## config.mk

```make
export PLATFORM = sky130hd
export DESIGN_NAME = afc_fifo_ctrl
export DESIGN_NICKNAME = d
export VERILOG_FILES = /design/src/include/afc_pkg.sv /design/src/rtl/afc_fifo_ctrl.sv
export SDC_FILE = /design/constraint.sdc
export NUM_CORES = 1
export LEC_CHECK = 0
export BUFFER_PORTS_ARGS = -buffer_cell sky130_fd_sc_hd__buf_2
export CORE_ASPECT_RATIO = 1.4
export CORE_MARGIN = 3
export CORE_UTILIZATION = 49
export DETAILED_ROUTE_END_ITERATION = 16
export PLACE_DENSITY = 0.72
export SYNTH_ARGS = -nofsm -noshare
export SYNTH_HDL_FRONTEND = slang
export SYNTH_SLANG_ARGS = --single-unit
```

## constraint.sdc

```tcl
create_clock -name core_clk -period 3.9 [get_ports core_clk]
set_input_delay 0.39 -clock core_clk [delete_from_list [all_inputs] [get_ports core_clk]]
set_output_delay 0.39 -clock core_clk [all_outputs]
set_load 0.01 [all_outputs]
```

## src/include/afc_pkg.sv

```systemverilog
// package of offsets, fields, reset values and types for the adc fifo control block
package afc_pkg;

  ////////////////////////////////////////////////////////////////////////////
  // register byte offsets
  localparam logic [7:0] OFF_CTRL     = 8'h00;
  localparam logic [7:0] OFF_CHAN     = 8'h04;
  localparam logic [7:0] OFF_RES_HI   = 8'h08;
  localparam logic [7:0] OFF_RES_LO   = 8'h0c;
  localparam logic [7:0] OFF_IRQ_STAT = 8'h10;
  localparam logic [7:0] OFF_IRQ_MASK = 8'h14;

  ////////////////////////////////////////////////////////////////////////////
  // field positions
  localparam int DEPTH_LSB   = 0;
  localparam int CMB_BIT     = 5;
  localparam int SCAN_BIT    = 6;
  localparam int CHAN_LSB    = 0;
  localparam int CONT_BIT    = 5;
  localparam int CMPEN_BIT   = 6;
  localparam int CONVERSION_COMPLETE_FLAG_BIT    = 7;
  localparam int RES_HI_LSB  = 8;
  localparam int IRQ_CONVERSION_COMPLETE_FLAG    = 0;
  localparam int IRQ_OVF     = 1;

  ////////////////////////////////////////////////////////////////////////////
  // reset values and sizes
  localparam logic [2:0] DEPTH_RST   = 3'h0;
  localparam logic [4:0] CHAN_OFF    = 5'h1f;
  localparam logic [1:0] IRQ_MASK_RST = 2'h0;
  localparam int         MAX_LEVELS  = 8;

  ////////////////////////////////////////////////////////////////////////////
  // types
  typedef struct packed {
    logic       scan;
    logic       cmb;
    logic [2:0] depth;
  } afc_ctrl_t;

  typedef struct packed {
    logic       cmp_en;
    logic       cont;
    logic [4:0] chan;
  } afc_sc1_t;

  typedef struct packed {
    logic       start;
    logic [4:0] chan;
  } afc_conv_req_t;

  typedef struct packed {
    logic        done;
    logic [11:0] result;
    logic        cmp_hit;
  } afc_conv_rsp_t;

  typedef enum logic [1:0] {
    ST_IDLE,
    ST_FILL,
    ST_START,
    ST_WAIT
  } afc_state_t;

endpackage

```

## src/rtl/afc_fifo_ctrl.sv

```systemverilog
// apb-controlled channel/result fifo, scan and compare-combine control of the adc
`timescale 1ns/10ps
`default_nettype none
// How it works
// - bits 7 and 4-3 of the fifo control register always read as zero.
// - a depth field of 000 keeps the fifo off and runs one channel, one result.
// - a nonzero depth field turns the fifo on with depth field plus one entries.
// - in fifo mode channel writes push the channel fifo and low-half result reads pop results.
// - in fifo mode no conversion starts until the channel fifo holds the depth.
// - in fifo mode the complete flag rises only once the whole set has converted.
// - scan with the fifo on converts the first queued channel until results are full.
// - scan plus continuous starts the next conversion on that channel once complete.
// - with combine clear, one compare trigger in the set is enough to set the flag.
// - with combine set, every compare trigger of the set is needed to set the flag.
// - the combine selection applies only while the depth field is above zero.
// - in fifo mode without scan results come out of the high/low pair in queued channel order.
module afc_fifo_ctrl (
  input  wire logic                   core_clk,
  input  wire logic                   sys_rst,
  input  wire logic [7:0]             paddr,
  input  wire logic                   psel,
  input  wire logic                   penable,
  input  wire logic                   pwrite,
  input  wire logic [31:0]            pwdata,
  output logic      [31:0]            prdata,
  output logic                        pready,
  output logic                        pslverr,
  output logic                        irq,
  output afc_pkg::afc_conv_req_t      conv_req,
  input  wire afc_pkg::afc_conv_rsp_t conv_rsp
);

  ////////////////////////////////////////////////////////////////////////////
  // helpers

  function automatic logic [3:0] f_level(input logic [2:0] depth);
    f_level = (depth == 3'h0) ? 4'h1 : {1'b0, depth} + 4'h1;
  endfunction

  function automatic logic f_mapped(input logic [7:0] addr);
    f_mapped = (addr == afc_pkg::OFF_CTRL) || (addr == afc_pkg::OFF_CHAN) ||
               (addr == afc_pkg::OFF_RES_HI) || (addr == afc_pkg::OFF_RES_LO) ||
               (addr == afc_pkg::OFF_IRQ_STAT) || (addr == afc_pkg::OFF_IRQ_MASK);
  endfunction

  ////////////////////////////////////////////////////////////////////////////
  // state

  afc_pkg::afc_ctrl_t  ctrl;
  afc_pkg::afc_ctrl_t  next_ctrl;
  afc_pkg::afc_sc1_t   sc1;
  afc_pkg::afc_sc1_t   next_sc1;
  afc_pkg::afc_state_t st;
  afc_pkg::afc_state_t next_st;
  logic                conversion_complete_flag;
  logic                next_conversion_complete_flag;
  logic [4:0]          chq       [afc_pkg::MAX_LEVELS];
  logic [4:0]          next_chq  [afc_pkg::MAX_LEVELS];
  logic [11:0]         res       [afc_pkg::MAX_LEVELS];
  logic [11:0]         next_res  [afc_pkg::MAX_LEVELS];
  logic [3:0]          ch_cnt;
  logic [3:0]          next_ch_cnt;
  logic [3:0]          res_cnt;
  logic [3:0]          next_res_cnt;
  logic [2:0]          rd_ptr;
  logic [2:0]          next_rd_ptr;
  logic [2:0]          wr_ptr;
  logic [2:0]          next_wr_ptr;
  logic [3:0]          idx;
  logic [3:0]          next_idx;
  logic                any_hit;
  logic                next_any_hit;
  logic                all_hit;
  logic                next_all_hit;
  logic [1:0]          irq_stat;
  logic [1:0]          next_irq_stat;
  logic [1:0]          irq_mask;
  logic [1:0]          next_irq_mask;
  logic [31:0]         next_prdata;
  logic                next_irq;
  afc_pkg::afc_conv_req_t next_conv_req;

  // combinational scratch
  logic                wr_acc;
  logic                rd_acc;
  logic                fifo_on;
  logic [3:0]          level;
  logic                set_done;
  logic                set_ok;
  logic                hit_any;
  logic                hit_all;
  logic [11:0]         head;
  logic [1:0]          ev;

  assign pready  = 1'b1;
  assign pslverr = psel & penable & ~f_mapped(paddr);

  ////////////////////////////////////////////////////////////////////////////
  // next-state logic

  always_comb begin
    wr_acc        = psel & penable & pwrite & f_mapped(paddr);
    rd_acc        = psel & penable & ~pwrite & f_mapped(paddr);
    // depth zero leaves the fifo off
    fifo_on       = (ctrl.depth != 3'h0);
    level         = f_level(ctrl.depth);
    head          = res[rd_ptr];
    set_done      = 1'b0;
    set_ok        = 1'b0;
    hit_any       = any_hit;
    hit_all       = all_hit;
    ev            = 2'h0;
    next_ctrl     = ctrl;
    next_sc1      = sc1;
    next_st       = st;
    next_conversion_complete_flag     = conversion_complete_flag;
    next_chq      = chq;
    next_res      = res;
    next_ch_cnt   = ch_cnt;
    next_res_cnt  = res_cnt;
    next_rd_ptr   = rd_ptr;
    next_wr_ptr   = wr_ptr;
    next_idx      = idx;
    next_any_hit  = any_hit;
    next_all_hit  = all_hit;
    next_irq_mask = irq_mask;
    next_conv_req = '0;
    next_conv_req.chan = conv_req.chan;

    // result pop on the low half
    if (rd_acc && paddr == afc_pkg::OFF_RES_LO) begin
      if (fifo_on) begin
        if (res_cnt != 4'h0) begin
          next_rd_ptr  = rd_ptr + 3'h1;
          next_res_cnt = res_cnt - 4'h1;
          if (res_cnt == 4'h1) begin
            next_conversion_complete_flag = 1'b0;
          end
        end
      end else begin
        next_conversion_complete_flag = 1'b0;
      end
    end

    // control register write reconfigures and flushes
    if (wr_acc && paddr == afc_pkg::OFF_CTRL) begin
      next_ctrl.depth = pwdata[afc_pkg::DEPTH_LSB +: 3];
      next_ctrl.cmb   = pwdata[afc_pkg::CMB_BIT];
      next_ctrl.scan  = pwdata[afc_pkg::SCAN_BIT];
      next_st         = afc_pkg::ST_IDLE;
      next_ch_cnt     = 4'h0;
      next_res_cnt    = 4'h0;
      next_rd_ptr     = 3'h0;
      next_wr_ptr     = 3'h0;
      next_conversion_complete_flag       = 1'b0;
    end

    if (wr_acc && paddr == afc_pkg::OFF_CHAN) begin
      next_sc1.cont   = pwdata[afc_pkg::CONT_BIT];
      next_sc1.cmp_en = pwdata[afc_pkg::CMPEN_BIT];
      next_sc1.chan   = pwdata[afc_pkg::CHAN_LSB +: 5];
      next_conversion_complete_flag       = 1'b0;
      if (pwdata[afc_pkg::CHAN_LSB +: 5] == afc_pkg::CHAN_OFF) begin
        // all-ones channel stops the converter
        next_st      = afc_pkg::ST_IDLE;
        next_ch_cnt  = 4'h0;
      end else if (!fifo_on) begin
        next_chq[0]  = pwdata[afc_pkg::CHAN_LSB +: 5];
        next_ch_cnt  = 4'h1;
        next_res_cnt = 4'h0;
        next_rd_ptr  = 3'h0;
        next_wr_ptr  = 3'h0;
        next_idx     = 4'h0;
        next_any_hit = 1'b0;
        next_all_hit = 1'b1;
        next_st      = afc_pkg::ST_START;
      end else if ((st == afc_pkg::ST_IDLE || st == afc_pkg::ST_FILL) &&
                   ch_cnt < level) begin
        next_chq[ch_cnt[2:0]] = pwdata[afc_pkg::CHAN_LSB +: 5];
        next_ch_cnt  = ch_cnt + 4'h1;
        next_st      = afc_pkg::ST_FILL;
        if (ch_cnt == 4'h0) begin
          next_res_cnt = 4'h0;
          next_rd_ptr  = 3'h0;
          next_wr_ptr  = 3'h0;
        end
      end else begin
        // push refused while a set is queued or running
        ev[afc_pkg::IRQ_OVF] = 1'b1;
      end
    end

    if (wr_acc && paddr == afc_pkg::OFF_IRQ_MASK) begin
      next_irq_mask = pwdata[1:0];
    end

    unique case (st)
      afc_pkg::ST_IDLE: begin
      end
      afc_pkg::ST_FILL: begin
        // wait for a full channel fifo
        if (next_ch_cnt == level && next_st == afc_pkg::ST_FILL) begin
          next_st      = afc_pkg::ST_START;
          next_idx     = 4'h0;
          next_any_hit = 1'b0;
          next_all_hit = 1'b1;
        end
      end
      afc_pkg::ST_START: begin
        if (next_st == afc_pkg::ST_START) begin
          next_conv_req.start = 1'b1;
          // scan always takes the first queued channel
          next_conv_req.chan  = (ctrl.scan && fifo_on) ? chq[0] : chq[idx[2:0]];
          next_st             = afc_pkg::ST_WAIT;
        end
      end
      afc_pkg::ST_WAIT: begin
        if (conv_rsp.done && next_st == afc_pkg::ST_WAIT) begin
          if (res_cnt < 4'(afc_pkg::MAX_LEVELS)) begin
            next_res[wr_ptr] = conv_rsp.result;
            next_wr_ptr      = wr_ptr + 3'h1;
            next_res_cnt     = next_res_cnt + 4'h1;
          end
          hit_any      = any_hit | conv_rsp.cmp_hit;
          hit_all      = all_hit & conv_rsp.cmp_hit;
          next_any_hit = hit_any;
          next_all_hit = hit_all;
          // complete only after the whole set
          set_done     = (idx + 4'h1 == level);
          if (!set_done) begin
            next_idx = idx + 4'h1;
            next_st  = afc_pkg::ST_START;
          end else begin
            if (!sc1.cmp_en) begin
              set_ok = 1'b1;
            end else if (fifo_on) begin
              // combine only with the fifo on
              set_ok = ctrl.cmb ? hit_all : hit_any;
            end else begin
              set_ok = conv_rsp.cmp_hit;
            end
            if (set_ok) begin
              next_conversion_complete_flag = 1'b1;
              ev[afc_pkg::IRQ_CONVERSION_COMPLETE_FLAG] = 1'b1;
            end
            if (sc1.cont) begin
              // restart from the first queued channel once complete
              next_idx     = 4'h0;
              next_any_hit = 1'b0;
              next_all_hit = 1'b1;
              next_st      = afc_pkg::ST_START;
              // each restart refills the result store from its start
              next_res_cnt = 4'h0;
              next_rd_ptr  = 3'h0;
              next_wr_ptr  = 3'h0;
            end else begin
              next_st = afc_pkg::ST_IDLE;
              if (fifo_on) begin
                next_ch_cnt = 4'h0;
              end
            end
          end
        end
      end
    endcase

    // status read clears; a new event wins
    next_irq_stat = irq_stat;
    if (rd_acc && paddr == afc_pkg::OFF_IRQ_STAT) begin
      next_irq_stat = 2'h0;
    end
    next_irq_stat = next_irq_stat | ev;
    next_irq      = |(next_irq_stat & next_irq_mask);

    // read data latched in the setup phase
    next_prdata = prdata;
    if (psel && !penable) begin
      next_prdata = 32'h0;
      unique case (paddr)
        afc_pkg::OFF_CTRL: begin
          next_prdata[afc_pkg::DEPTH_LSB +: 3] = ctrl.depth;
          next_prdata[afc_pkg::CMB_BIT]        = ctrl.cmb;
          next_prdata[afc_pkg::SCAN_BIT]       = ctrl.scan;
        end
        afc_pkg::OFF_CHAN: begin
          next_prdata[afc_pkg::CHAN_LSB +: 5] = sc1.chan;
          next_prdata[afc_pkg::CONT_BIT]      = sc1.cont;
          next_prdata[afc_pkg::CMPEN_BIT]     = sc1.cmp_en;
          next_prdata[afc_pkg::CONVERSION_COMPLETE_FLAG_BIT]      = conversion_complete_flag;
        end
        afc_pkg::OFF_RES_HI: begin
          next_prdata[3:0] = head[afc_pkg::RES_HI_LSB +: 4];
        end
        afc_pkg::OFF_RES_LO: begin
          next_prdata[7:0] = head[7:0];
        end
        afc_pkg::OFF_IRQ_STAT: begin
          next_prdata[1:0] = irq_stat;
        end
        afc_pkg::OFF_IRQ_MASK: begin
          next_prdata[1:0] = irq_mask;
        end
        default: begin
          next_prdata = 32'h0;
        end
      endcase
    end
  end

  ////////////////////////////////////////////////////////////////////////////
  // registers

  always_ff @(posedge core_clk) begin
    if (sys_rst) begin
      ctrl       <= '0;
      ctrl.depth <= afc_pkg::DEPTH_RST;
      sc1        <= '0;
      sc1.chan   <= afc_pkg::CHAN_OFF;
      st         <= afc_pkg::ST_IDLE;
      conversion_complete_flag       <= 1'b0;
      chq        <= '{default: 5'h0};
      res        <= '{default: 12'h0};
      ch_cnt     <= 4'h0;
      res_cnt    <= 4'h0;
      rd_ptr     <= 3'h0;
      wr_ptr     <= 3'h0;
      idx        <= 4'h0;
      any_hit    <= 1'b0;
      all_hit    <= 1'b1;
      irq_stat   <= 2'h0;
      irq_mask   <= afc_pkg::IRQ_MASK_RST;
      prdata     <= 32'h0;
      irq        <= 1'b0;
      conv_req   <= '0;
    end else begin
      ctrl       <= next_ctrl;
      sc1        <= next_sc1;
      st         <= next_st;
      conversion_complete_flag       <= next_conversion_complete_flag;
      chq        <= next_chq;
      res        <= next_res;
      ch_cnt     <= next_ch_cnt;
      res_cnt    <= next_res_cnt;
      rd_ptr     <= next_rd_ptr;
      wr_ptr     <= next_wr_ptr;
      idx        <= next_idx;
      any_hit    <= next_any_hit;
      all_hit    <= next_all_hit;
      irq_stat   <= next_irq_stat;
      irq_mask   <= next_irq_mask;
      prdata     <= next_prdata;
      irq        <= next_irq;
      conv_req   <= next_conv_req;
    end
  end

endmodule
`default_nettype wire

```

==> flow_summary.ini, run 1 <==
[timing]
worst_slew_pin_slew_ps = 896.9
post-route-min-period_ps = 3727
unrepaired_setup_endpoints_after_global_routing = false
skew_ps = 8.378
finalMaxSlewViolations = 0
max_freq_ghz = 0.2683
report.final.hold_viol_count = 0
final_tns_setup_ps = 0
post-route-period-util = 0.9555
finalSetupViolations = 0
whs_ps = 222.3
slew_headroom = 0.4012

[global_route]
global_routing_usage_summed_across_all_routing_layers = 0.2218
via_count_of_the_first_global_routing_pass = 6971
global_route.overflow_total = 0
grt_max_degree = 163
grt_antenna_before_repair = 1
first_pass_grt_wire_length_um = 36270

[layout]
antenna_fix_cells = 0
layout-area-overhead-vs-synth_pct = 9.824
ratio_of_cells_with_drive_above_1_in_the_final_layout = 0.1683
postLayoutCoreUtil = 0.5527
postLayoutCellArea_um2 = 10320
number_of_nets_at_the_end_of_the_flow = 1076

[floorplanning]
die_x_um = 123.1
dieHeight_um = 169.9
fp-row-count = 59
initial_core_util = 0.5032
core-area_um2 = 18680
boundaryPins = 100
fp.dieArea_um2 = 20900

[logic_synthesis]
yosys.area.top_type_share = 0.4047
synth_area_leaders = dfxtp_1 (40%), mux2i_1 (16%), mux4_2 (8.1%), nor2_1 (6.7%), nand2_1 (2.6%)
synth.yosys.warnings = 0
ys_async_sr_fraction = 0
synth-main-ff-cell = dfxtp_1
synth_top_cell_by_area = dfxtp_1
mappedNetlistArea_um2 = 9399
synthMostInstantiatedCell = dfxtp_1
seq_area_frac_synth = 0.4047
syn_area_per_cell_um2 = 9.542
ffs_latches_synth = 190
post_synthesis_cell_count = 985
synth_edf_count = 0
synthTopCellsByCount = dfxtp_1 (190), nor2_1 (169), mux2i_1 (151)
post_synth_num_cell_types = 74

[power_and_ir_drop]
total_leakage_power_nw = 4.551
pwr_density_cell_nw_per_um2 = 362.2
clockPowerShare = 0.444
proportion_of_power_drawn_by_combinational_gates = 0.036
peakVddDrop_mv = 0.3096
switching_share = 0.2469
p_sw_mw = 0.9233
power.internal_mw = 2.816
seqPwrFrac = 0.520

[critical_path]
worst-endpoint-required_ps = 4190
critPathCaptureType = flop
crit_path_cell_trace = inv_1, ha_1, and2_1, inv_1, ha_1, o211ai_1, o21ai_1, mux2i_1, a21oi_1, a32oi_1, nand4_1, o21ai_0, a311oi_1
worstSetupStartpointType = flop
timing.critical_path.arrival_ps = 4010
critical_path_class = flop to flop
critical_path.max_fanout = 6
largest_incremental_delay_on_the_critical_path_ps = 530
timing.critical_path.max_delay_family = compound AO/OA/AOI/OAI gates
critical-path-slowest-cell = o21ai_1
critical_path_buf_inv_count = 2

[clocking]
tritoncts = built
cts.sinks = 190
clockRootBuffer = clkbuf_16
post_cts_hold_buffer_count = 0
worst_skew_pair.late_latency_ps = 430
clock_path_buffers = 2
htree_num_levels = 4
cts_made_buffers = 17
clk_pin_slew_ps = 80

[placement]
globalplace.congestion = 0.9138
detailed_place.area_um2 = 9759
port-buffer-count = 49
hpwl_um = 15580

[route]
drt_drc_violations_left = 0
totalWireLength_um = 22860
vias_per_cell = 5.721
postRouteAntennaNets = 0
detailroute.via_count = 7209
avgRoutedWirePerCell_um = 18.15
detailedRoute.firstIterationViolations = 614
first_pass_iters = 5

[flow_run]
maxCapViolCount = 0

[hold_path]
worstHoldPathType = input pin to flop

[run_status]
run_status = complete, no violations
-- state kept, by name, indices dropped and copies added (netlist names), 2 cells and up --
register and count:
ctrl 5, ch_cnt 4, res 96, st 2, chq 40, irq_stat 2, rd_ptr 3, conv_req 6
irq_mask 2, wr_ptr 3, idx 4, res_cnt 4, prdata 8, sc1 7
-- worst paths after layout --
| kind | startpoint | to | slack (ps) | cells after the start |
|---|---|---|---|---|
| max reg2reg | ctrl[1] | idx[2] | 170 | 13 |
| min | pwdata[5] | ctrl[3] | 220 | 3 |
| min reg2reg | res[94] | res[94] | 460 | 2 |
| max | ctrl[1] | idx[2] | 170 | 13 |
-- what timing repair did --
item / CTS / global route
setup endpoints to repair: 0 / 2
setup buffers: 0 / 0
gates resized for setup: 0 / 1
-- logic make-up after synthesis --
family                   Yosys count  share of synthesized area
flip-flops                       190                     0.4047
AO/OA/AOI/OAI                    117                    0.08493
other                              2                  0.0007990
adder cells (fa/ha/maj)           14                    0.01864
buffers and inverters            120                    0.06217
AND/OR/NAND/NOR                  341                     0.1708
XOR/XNOR                          13                    0.01211
multiplexers                     188                     0.2459
-- power groups by stage --
| stage | clock [mW] | sequential, mW | combinational (mW) |
|---|---|---|---|
| finish | 1.66 | 1.95 | 0.133 |
| global route | 1.77 | 1.94 | 0.146 |
| CTS | 1.69 | 1.95 | 0.132 |
| detailed placement | 0 | 1.99 | 0.131 |
| global placement | 0 | 1.99 | 0.131 |
| floorplan | 0 | 1.99 | 0.103 |
-- per-layer routing --
metal,vias up,share of wire,global-route usage
li1,3458,-,-
met1,3512,0.41,0.2653
met2,191,0.51,0.3871
met3,46,0.041,0.03790
met4,2,0.037,0.09928
met5,-,0.00031,0
-- cells in the final DEF, fill, tap and decap left out, types with 3 or more instances in the layout --
master     count
xor2_1         5
nand3_1       32
inv_6          3
nand4_1        7
nand2_1       66
o21a_1         3
ha_1          14
nor2b_1        3
o22ai_1        5
nor2_1       169
and3_1         7
nor3_1        14
a21oi_1       44
conb_1        25
mux2_2         3
a22o_1         3
dfxtp_1      190
buf_4         31
clkbuf_16     17
nand3b_1       7
o21ai_0       16
xnor2_1        8
o221a_2        3
nor4_1         4
a211oi_1       8
mux4_2        34
clkinv_4       3
and2_1         6
a221oi_1       4
clkinv_2       3
nand2b_1       3
mux2i_1      151
buf_2         48
inv_8          3
inv_1         15
-- tightest hold or removal path: cells and delay by family --
| kind | cells | cell delay (ps) |
|---|---|---|
| buffers and inverters | 1 | 110 |
| AND/OR/NAND/NOR | 1 | 50 |
| AO/OA/AOI/OAI | 1 | 50 |
-- stage by stage --
step | setup WS, ps | instances | power (mW)
floorplan | 572.6 | 1008 | 2.095
global placement | 246.0 | 1228 | 2.121
detailed placement | 224.6 | 1228 | 2.122
CTS | 210.8 | 1260 | 3.764
global route | 5.206 | 1260 | 3.862
finish | 173.4 | 1260 | 3.739
-- cell type report --
type	instances	area (um2)
tap	244	305.3
inverter	16	60.06
timing repair buffer	80	493.0
sequential	190	3804
clock buffer	17	425.4
multi-input combinational	698	5102
fill	1673	8354
clock inverter	15	132.6
Power figures use the tool's default switching activity.
==> run 2, diff against run 1 <==
--- a/config.mk
+++ b/config.mk
@@ -10,7 +10,8 @@
 export CORE_MARGIN = 3
 export CORE_UTILIZATION = 49
 export DETAILED_ROUTE_END_ITERATION = 16
-export PLACE_DENSITY = 0.72
+export PLACE_DENSITY_LB_ADDON = 0.25
+export SKIP_LAST_GASP = 1
 export SYNTH_ARGS = -nofsm -noshare
 export SYNTH_HDL_FRONTEND = slang
 export SYNTH_SLANG_ARGS = --single-unit
==> run 2 against run 1 <==
  * Register-to-register slack hardly changed
  * Power is 4.6% higher
  * Die area stayed put
  * Sequential power hardly changed
  * Core utilization is 0.69 points higher
  * Setup slack better by 5.1 ps
  * Count of clock-buffer cells in the layout stayed put
  * Largest cell class unchanged
  * Highest routed layer is now met4
==> flow_summary.ini, run 2 (same netlist as run 1, synthesis figures left out) <==
[run_status]
run_status = complete, no violations

[critical_path]
worst_r2r_startpoint = ctrl[0]
worst_setup_path_startpoint = ctrl[0]
critPathCaptureType = flop
critical_path.max_fanout = 6
critical_path_class = flop to flop
crit_path_cell_trace = inv_1, ha_1, and2_1, inv_1, ha_1, o211ai_1, o21a_1, nor3_1, o21a_1, a2111oi_4, nand4_1, o21ai_0, buf_4, a311oi_1
critical-path-slowest-cell = dfxtp_1
worstSetupStartpointType = flop
largest_incremental_delay_on_the_critical_path_ps = 430
timing.critical_path.arrival_ps = 4010
worst-endpoint-required_ps = 4190

[floorplanning]
boundaryPins = 100
core-area_um2 = 18680
dieHeight_um = 169.9
initial_core_util = 0.5032
die_x_um = 123.1
fp.dieArea_um2 = 20900
fp-row-count = 59

[layout]
area.sequential_um2 = 3804
top_register = res
ratio_of_cells_with_drive_above_1_in_the_final_layout = 0.1740
most-common-layout-cells = dfxtp_1 (190), nor2_1 (169), mux2i_1 (151)
postLayoutCellArea_um2 = 10450
largestRegisters = res (96), chq (40), prdata (8)
num-fill-cells = 1713
multi_input_gate_area_um2 = 5101
antenna_fix_cells = 0
postLayoutCoreUtil = 0.5596
largest_reg_flops = 96
number_of_nets_at_the_end_of_the_flow = 1083
layout-area-overhead-vs-synth_pct = 11.20
final_common_cell = dfxtp_1

[placement]
port-buffer-count = 49
hpwl_um = 15770
detailed_place.area_um2 = 9824
globalplace.congestion = 0.8880

[clocking]
htree_num_levels = 4
worst_skew_pair.late_latency_ps = 440
post_cts_hold_buffer_count = 0
clock_path_buffers = 2
clockRootBuffer = clkbuf_16
clk_pin_slew_ps = 70
cts.sinks = 190
tritoncts = built
number_of_setup_buffers_added_after_cts = 0
cts_made_buffers = 17

[global_route]
via_count_of_the_first_global_routing_pass = 6796
grt_max_degree = 113
global_routing_usage_summed_across_all_routing_layers = 0.2254
first_pass_grt_wire_length_um = 36580
grt_antenna_before_repair = 0
global_route.overflow_total = 0

[flow_run]
maxCapViolCount = 0

[timing]
whs_ps = 230.1
final_tns_setup_ps = 0
report.final.hold_viol_count = 0
skew_ps = 13.43
post-route-period-util = 0.9542
post-route-min-period_ps = 3721
finalSetupViolations = 0
finalMaxSlewViolations = 0
worst_slew_pin_slew_ps = 900.5
max_freq_ghz = 0.2687
unrepaired_setup_endpoints_after_global_routing = false
slew_headroom = 0.3989

[route]
dr.max_layer_used = met4
detailedRoute.firstIterationViolations = 597
dr_wl_met2_um = 11830
totalWireLength_um = 23150
first_pass_iters = 6
drt_drc_violations_left = 0
postRouteAntennaNets = 0
vias_per_cell = 5.719
route.layer.met1.wl_um = 9571
avgRoutedWirePerCell_um = 18.27
detailroute.via_count = 7246
detailroute.wirelength.met3_um = 1017

[power_and_ir_drop]
peakVddDrop_mv = 0.2892
pwr_density_cell_nw_per_um2 = 374.3
total_leakage_power_nw = 4.615

[hold_path]
startpoint_of_the_most_critical_hold_path = pwdata[5]
worstHoldPathType = input pin to flop
[run 2: cell types whose count changed in the layout (fill, tap and decap cells not counted)]
cell	previous run	this run
a211oi_1	8	9
a211oi_2	1	0
buf_12	1	2
buf_4	31	37
bufinv_16	0	2
clkinv_2	3	0
clkinv_8	1	2
clkinvlp_4	2	1
inv_8	3	4
o21ai_1	1	0
o21ai_2	0	1
[run 2: worst paths after layout]
check,endpoint,slack [ps],cells past startpoint
hold reg to reg,prdata[5],450,2
setup reg to reg,idx[2],180,14
setup / recovery,idx[2],180,14
hold / removal,sc1[5],230,3
[run 2: through the flow]
stage | cells | worst slack [ps] | power (mW)
global route | 1267 | 1.026 | 4.024
detailed placement | 1235 | 286.8 | 2.127
floorplan | 1008 | 572.6 | 2.095
finish | 1267 | 178.5 | 3.912
CTS | 1267 | 252.9 | 3.936
global placement | 1235 | 315.6 | 2.127
[run 2: worst max-delay path, delay by kind of cell, from the launching register on]
| kind | cells | cell delay (ps) |
|---|---|---|
| AO/OA/AOI/OAI | 6 | 1620 |
| adder cells (fa/ha/maj) | 2 | 630 |
| buffers and inverters | 3 | 390 |
| flip-flops | 1 | 430 |
| AND/OR/NAND/NOR | 3 | 490 |
[run 2: metal layers]
layer | vias to the layer above | track usage
met5 | - | 0
met3 | 56 | 0.03757
met1 | 3499 | 0.2789
met4 | 0 | 0.08048
met2 | 220 | 0.3940
li1 | 3471 | -
[run 2: what timing repair did]
| action | in CTS | in global routing |
|---|---|---|
| resized for setup | 0 | 1 |
| endpoints found under the hold margin | 0 | 0 |
| setup endpoints to repair | 0 | 1 |
[run 2: cell type report]
class / count / share of cell area
Clock inverter: 15 / 0.01892
Tap cell: 244 / 0.02921
Timing Repair Buffer: 87 / 0.05339
Multi-Input combinational cell: 698 / 0.4881
Clock buffer: 17 / 0.04070
Sequential cell: 190 / 0.3639
Inverter: 16 / 0.005746
[run 2: report_power, final]
group	leakage (nW)	internal, mW	switching, mW	total (mW)
combinational	2.78	0.0358	0.102	0.138
sequential	1.53	1.94	0.00268	1.94
clock	0.302	0.982	0.847	1.83
total	4.62	2.96	0.952	3.91
==> run 3, diff against run 2 <==
--- a/config.mk
+++ b/config.mk
@@ -12,6 +12,7 @@
 export DETAILED_ROUTE_END_ITERATION = 16
 export PLACE_DENSITY_LB_ADDON = 0.25
 export SKIP_LAST_GASP = 1
+export SLEW_MARGIN = 20
 export SYNTH_ARGS = -nofsm -noshare
 export SYNTH_HDL_FRONTEND = slang
 export SYNTH_SLANG_ARGS = --single-unit
==> constraint.sdc (replaced) <==
create_clock -name core_clk -period 4.2 [get_ports core_clk]
set_input_delay 0.42 -clock core_clk [delete_from_list [all_inputs] [get_ports core_clk]]
set_output_delay 0.42 -clock core_clk [all_outputs]
set_load 0.01 [all_outputs]
==> run 3 against run 2 <==
  * Hold slack improved by 24 ps
  * Highest routed layer unchanged
  * Non-clock buffer count shrank 9
  * Critical path depth down 1
  * Maximum frequency down 3.0%
  * Design area down 1.1%
  * Register-to-register slack better by 190 ps
  * Sequential power fell by 7%
  * Flip-flop and latch count did not move
  * Setup slack better by 190 ps
  * First-iteration DRC count decreased by 7.7%
  * Largest cell class unchanged
  * Final cell count down 0.71%
==> flow_summary.ini, run 3 (same netlist as run 1, synthesis figures left out) <==
[layout]
layout-area-overhead-vs-synth_pct = 9.984
num-fill-cells = 1659
top_register = res
ratio_of_cells_with_drive_above_1_in_the_final_layout = 0.1657
postLayoutCellArea_um2 = 10340
area.sequential_um2 = 3804
antenna_fix_cells = 0
number_of_nets_at_the_end_of_the_flow = 1074
multi_input_gate_area_um2 = 5097
most-common-layout-cells = dfxtp_1 (190), nor2_1 (169), mux2i_1 (151)
largestRegisters = res (96), chq (40), prdata (8)
final_common_cell = dfxtp_1
largest_reg_flops = 96

[timing]
report.final.hold_viol_count = 0
max_freq_ghz = 0.2607
worst_slew_pin_slew_ps = 923.5
slew_headroom = 0.3835
final_tns_setup_ps = 0
post-route-min-period_ps = 3835
finalMaxSlewViolations = 0
skew_ps = 11.85
finalSetupViolations = 0
post-route-period-util = 0.9132
unrepaired_setup_endpoints_after_global_routing = false

[critical_path]
worst-endpoint-required_ps = 4490
largest_incremental_delay_on_the_critical_path_ps = 530
worstSetupStartpointType = flop
critical-path-slowest-cell = o21ai_1
crit_path_cell_trace = inv_1, ha_1, and2_1, inv_1, ha_1, o211ai_1, o21ai_1, mux2i_1, a21oi_1, a32oi_1, nand4_1, o21ai_0, a311oi_1
critPathCaptureType = flop
critical_path_class = flop to flop
timing.critical_path.arrival_ps = 4130
critical_path.max_fanout = 9
timing.critical_path.max_delay_family = compound AO/OA/AOI/OAI gates
critical_path_buf_inv_count = 2

[flow_run]
maxCapViolCount = 0

[clocking]
clock_path_buffers = 2
htree_num_levels = 4
post_cts_hold_buffer_count = 0
cts_made_buffers = 17
worst_skew_pair.late_latency_ps = 440
tritoncts = built
clk_pin_slew_ps = 70
number_of_setup_buffers_added_after_cts = 0
clockRootBuffer = clkbuf_16
post_cts.resized_instances = 0
cts.sinks = 190

[floorplanning]
die_x_um = 123.1
fp-row-count = 59
fp.dieArea_um2 = 20900
core-area_um2 = 18680
initial_core_util = 0.5032
dieHeight_um = 169.9
boundaryPins = 100

[route]
detailedRoute.firstIterationViolations = 551
vias_per_cell = 5.644
totalWireLength_um = 22650
detailroute.via_count = 7100
postRouteAntennaNets = 0
drt_drc_violations_left = 0
first_pass_iters = 5
avgRoutedWirePerCell_um = 18.01

[power_and_ir_drop]
peakVddDrop_mv = 0.2639
pwr_density_cell_nw_per_um2 = 345.0
total_leakage_power_nw = 4.551

[placement]
detailed_place.area_um2 = 9732
hpwl_um = 15530
globalplace.congestion = 0.9243
port-buffer-count = 49

[global_route]
grt_antenna_before_repair = 0
first_pass_grt_wire_length_um = 35980
via_count_of_the_first_global_routing_pass = 6827
grt_max_degree = 67
global_route.overflow_total = 0
global_routing_usage_summed_across_all_routing_layers = 0.2214

[run_status]
run_status = complete, no violations

[hold_path]
worstHoldPathType = input pin to flop
-- run 3: area by class of cell --
cell class,count,area share
multi-input combinational,698,0.4931
clock buffer,17,0.04115
tap,244,0.02953
timing repair buffer,78,0.04503
inverter,16,0.005810
sequential,190,0.3680
clock inverter,15,0.01743
-- run 3: layer usage --
metal / vias up / GRT usage / part of all wire
met1: 3441 / 0.2747 / 0.42
met3: 36 / 0.04089 / 0.040
met2: 173 / 0.3885 / 0.52
li1: 3450 / - / -
met4: 0 / 0.06795 / 0.023
met5: - / 0 / 0
-- run 3: report_power, final --
| part | internal (mW) | switching, mW | leakage (nW) |
|---|---|---|---|
| Combinational | 0.0309 | 0.0933 | 2.73 |
| Sequential | 1.80 | 0.00245 | 1.53 |
| Clock | 0.851 | 0.785 | 0.288 |
-- run 3: path summary, 6_finish.rpt --
path                  start         to  slack, ps  depth (start not counted)
setup reg to reg    ctrl[0]     idx[2]        360                         13
hold reg to reg   prdata[5]  prdata[5]        450                          2
hold / removal    pwdata[5]     sc1[5]        250                          3
setup / recovery    ctrl[0]     idx[2]        360                         13
-- run 3: through the flow --
stage	worst slack (ps)	instances	total power, mW	hold slack (ps)	util
after floorplan	872.6	1008	1.945	433.4	-
after global placement	492.4	1226	1.973	438.7	0.5211
after detailed placement	418.9	1226	1.972	442.8	0.5211
after CTS	396.3	1258	3.590	245.4	0.5535
after global routing	34.06	1258	3.678	247.0	0.5535
final	364.6	1258	3.566	253.7	0.5535
-- run 3: tightest hold or removal path, delay by kind of cell --
| family | cells | cell delay, ps |
|---|---|---|
| AND/OR/NAND/NOR | 1 | 50 |
| buffers and inverters | 1 | 120 |
| AO/OA/AOI/OAI | 1 | 50 |
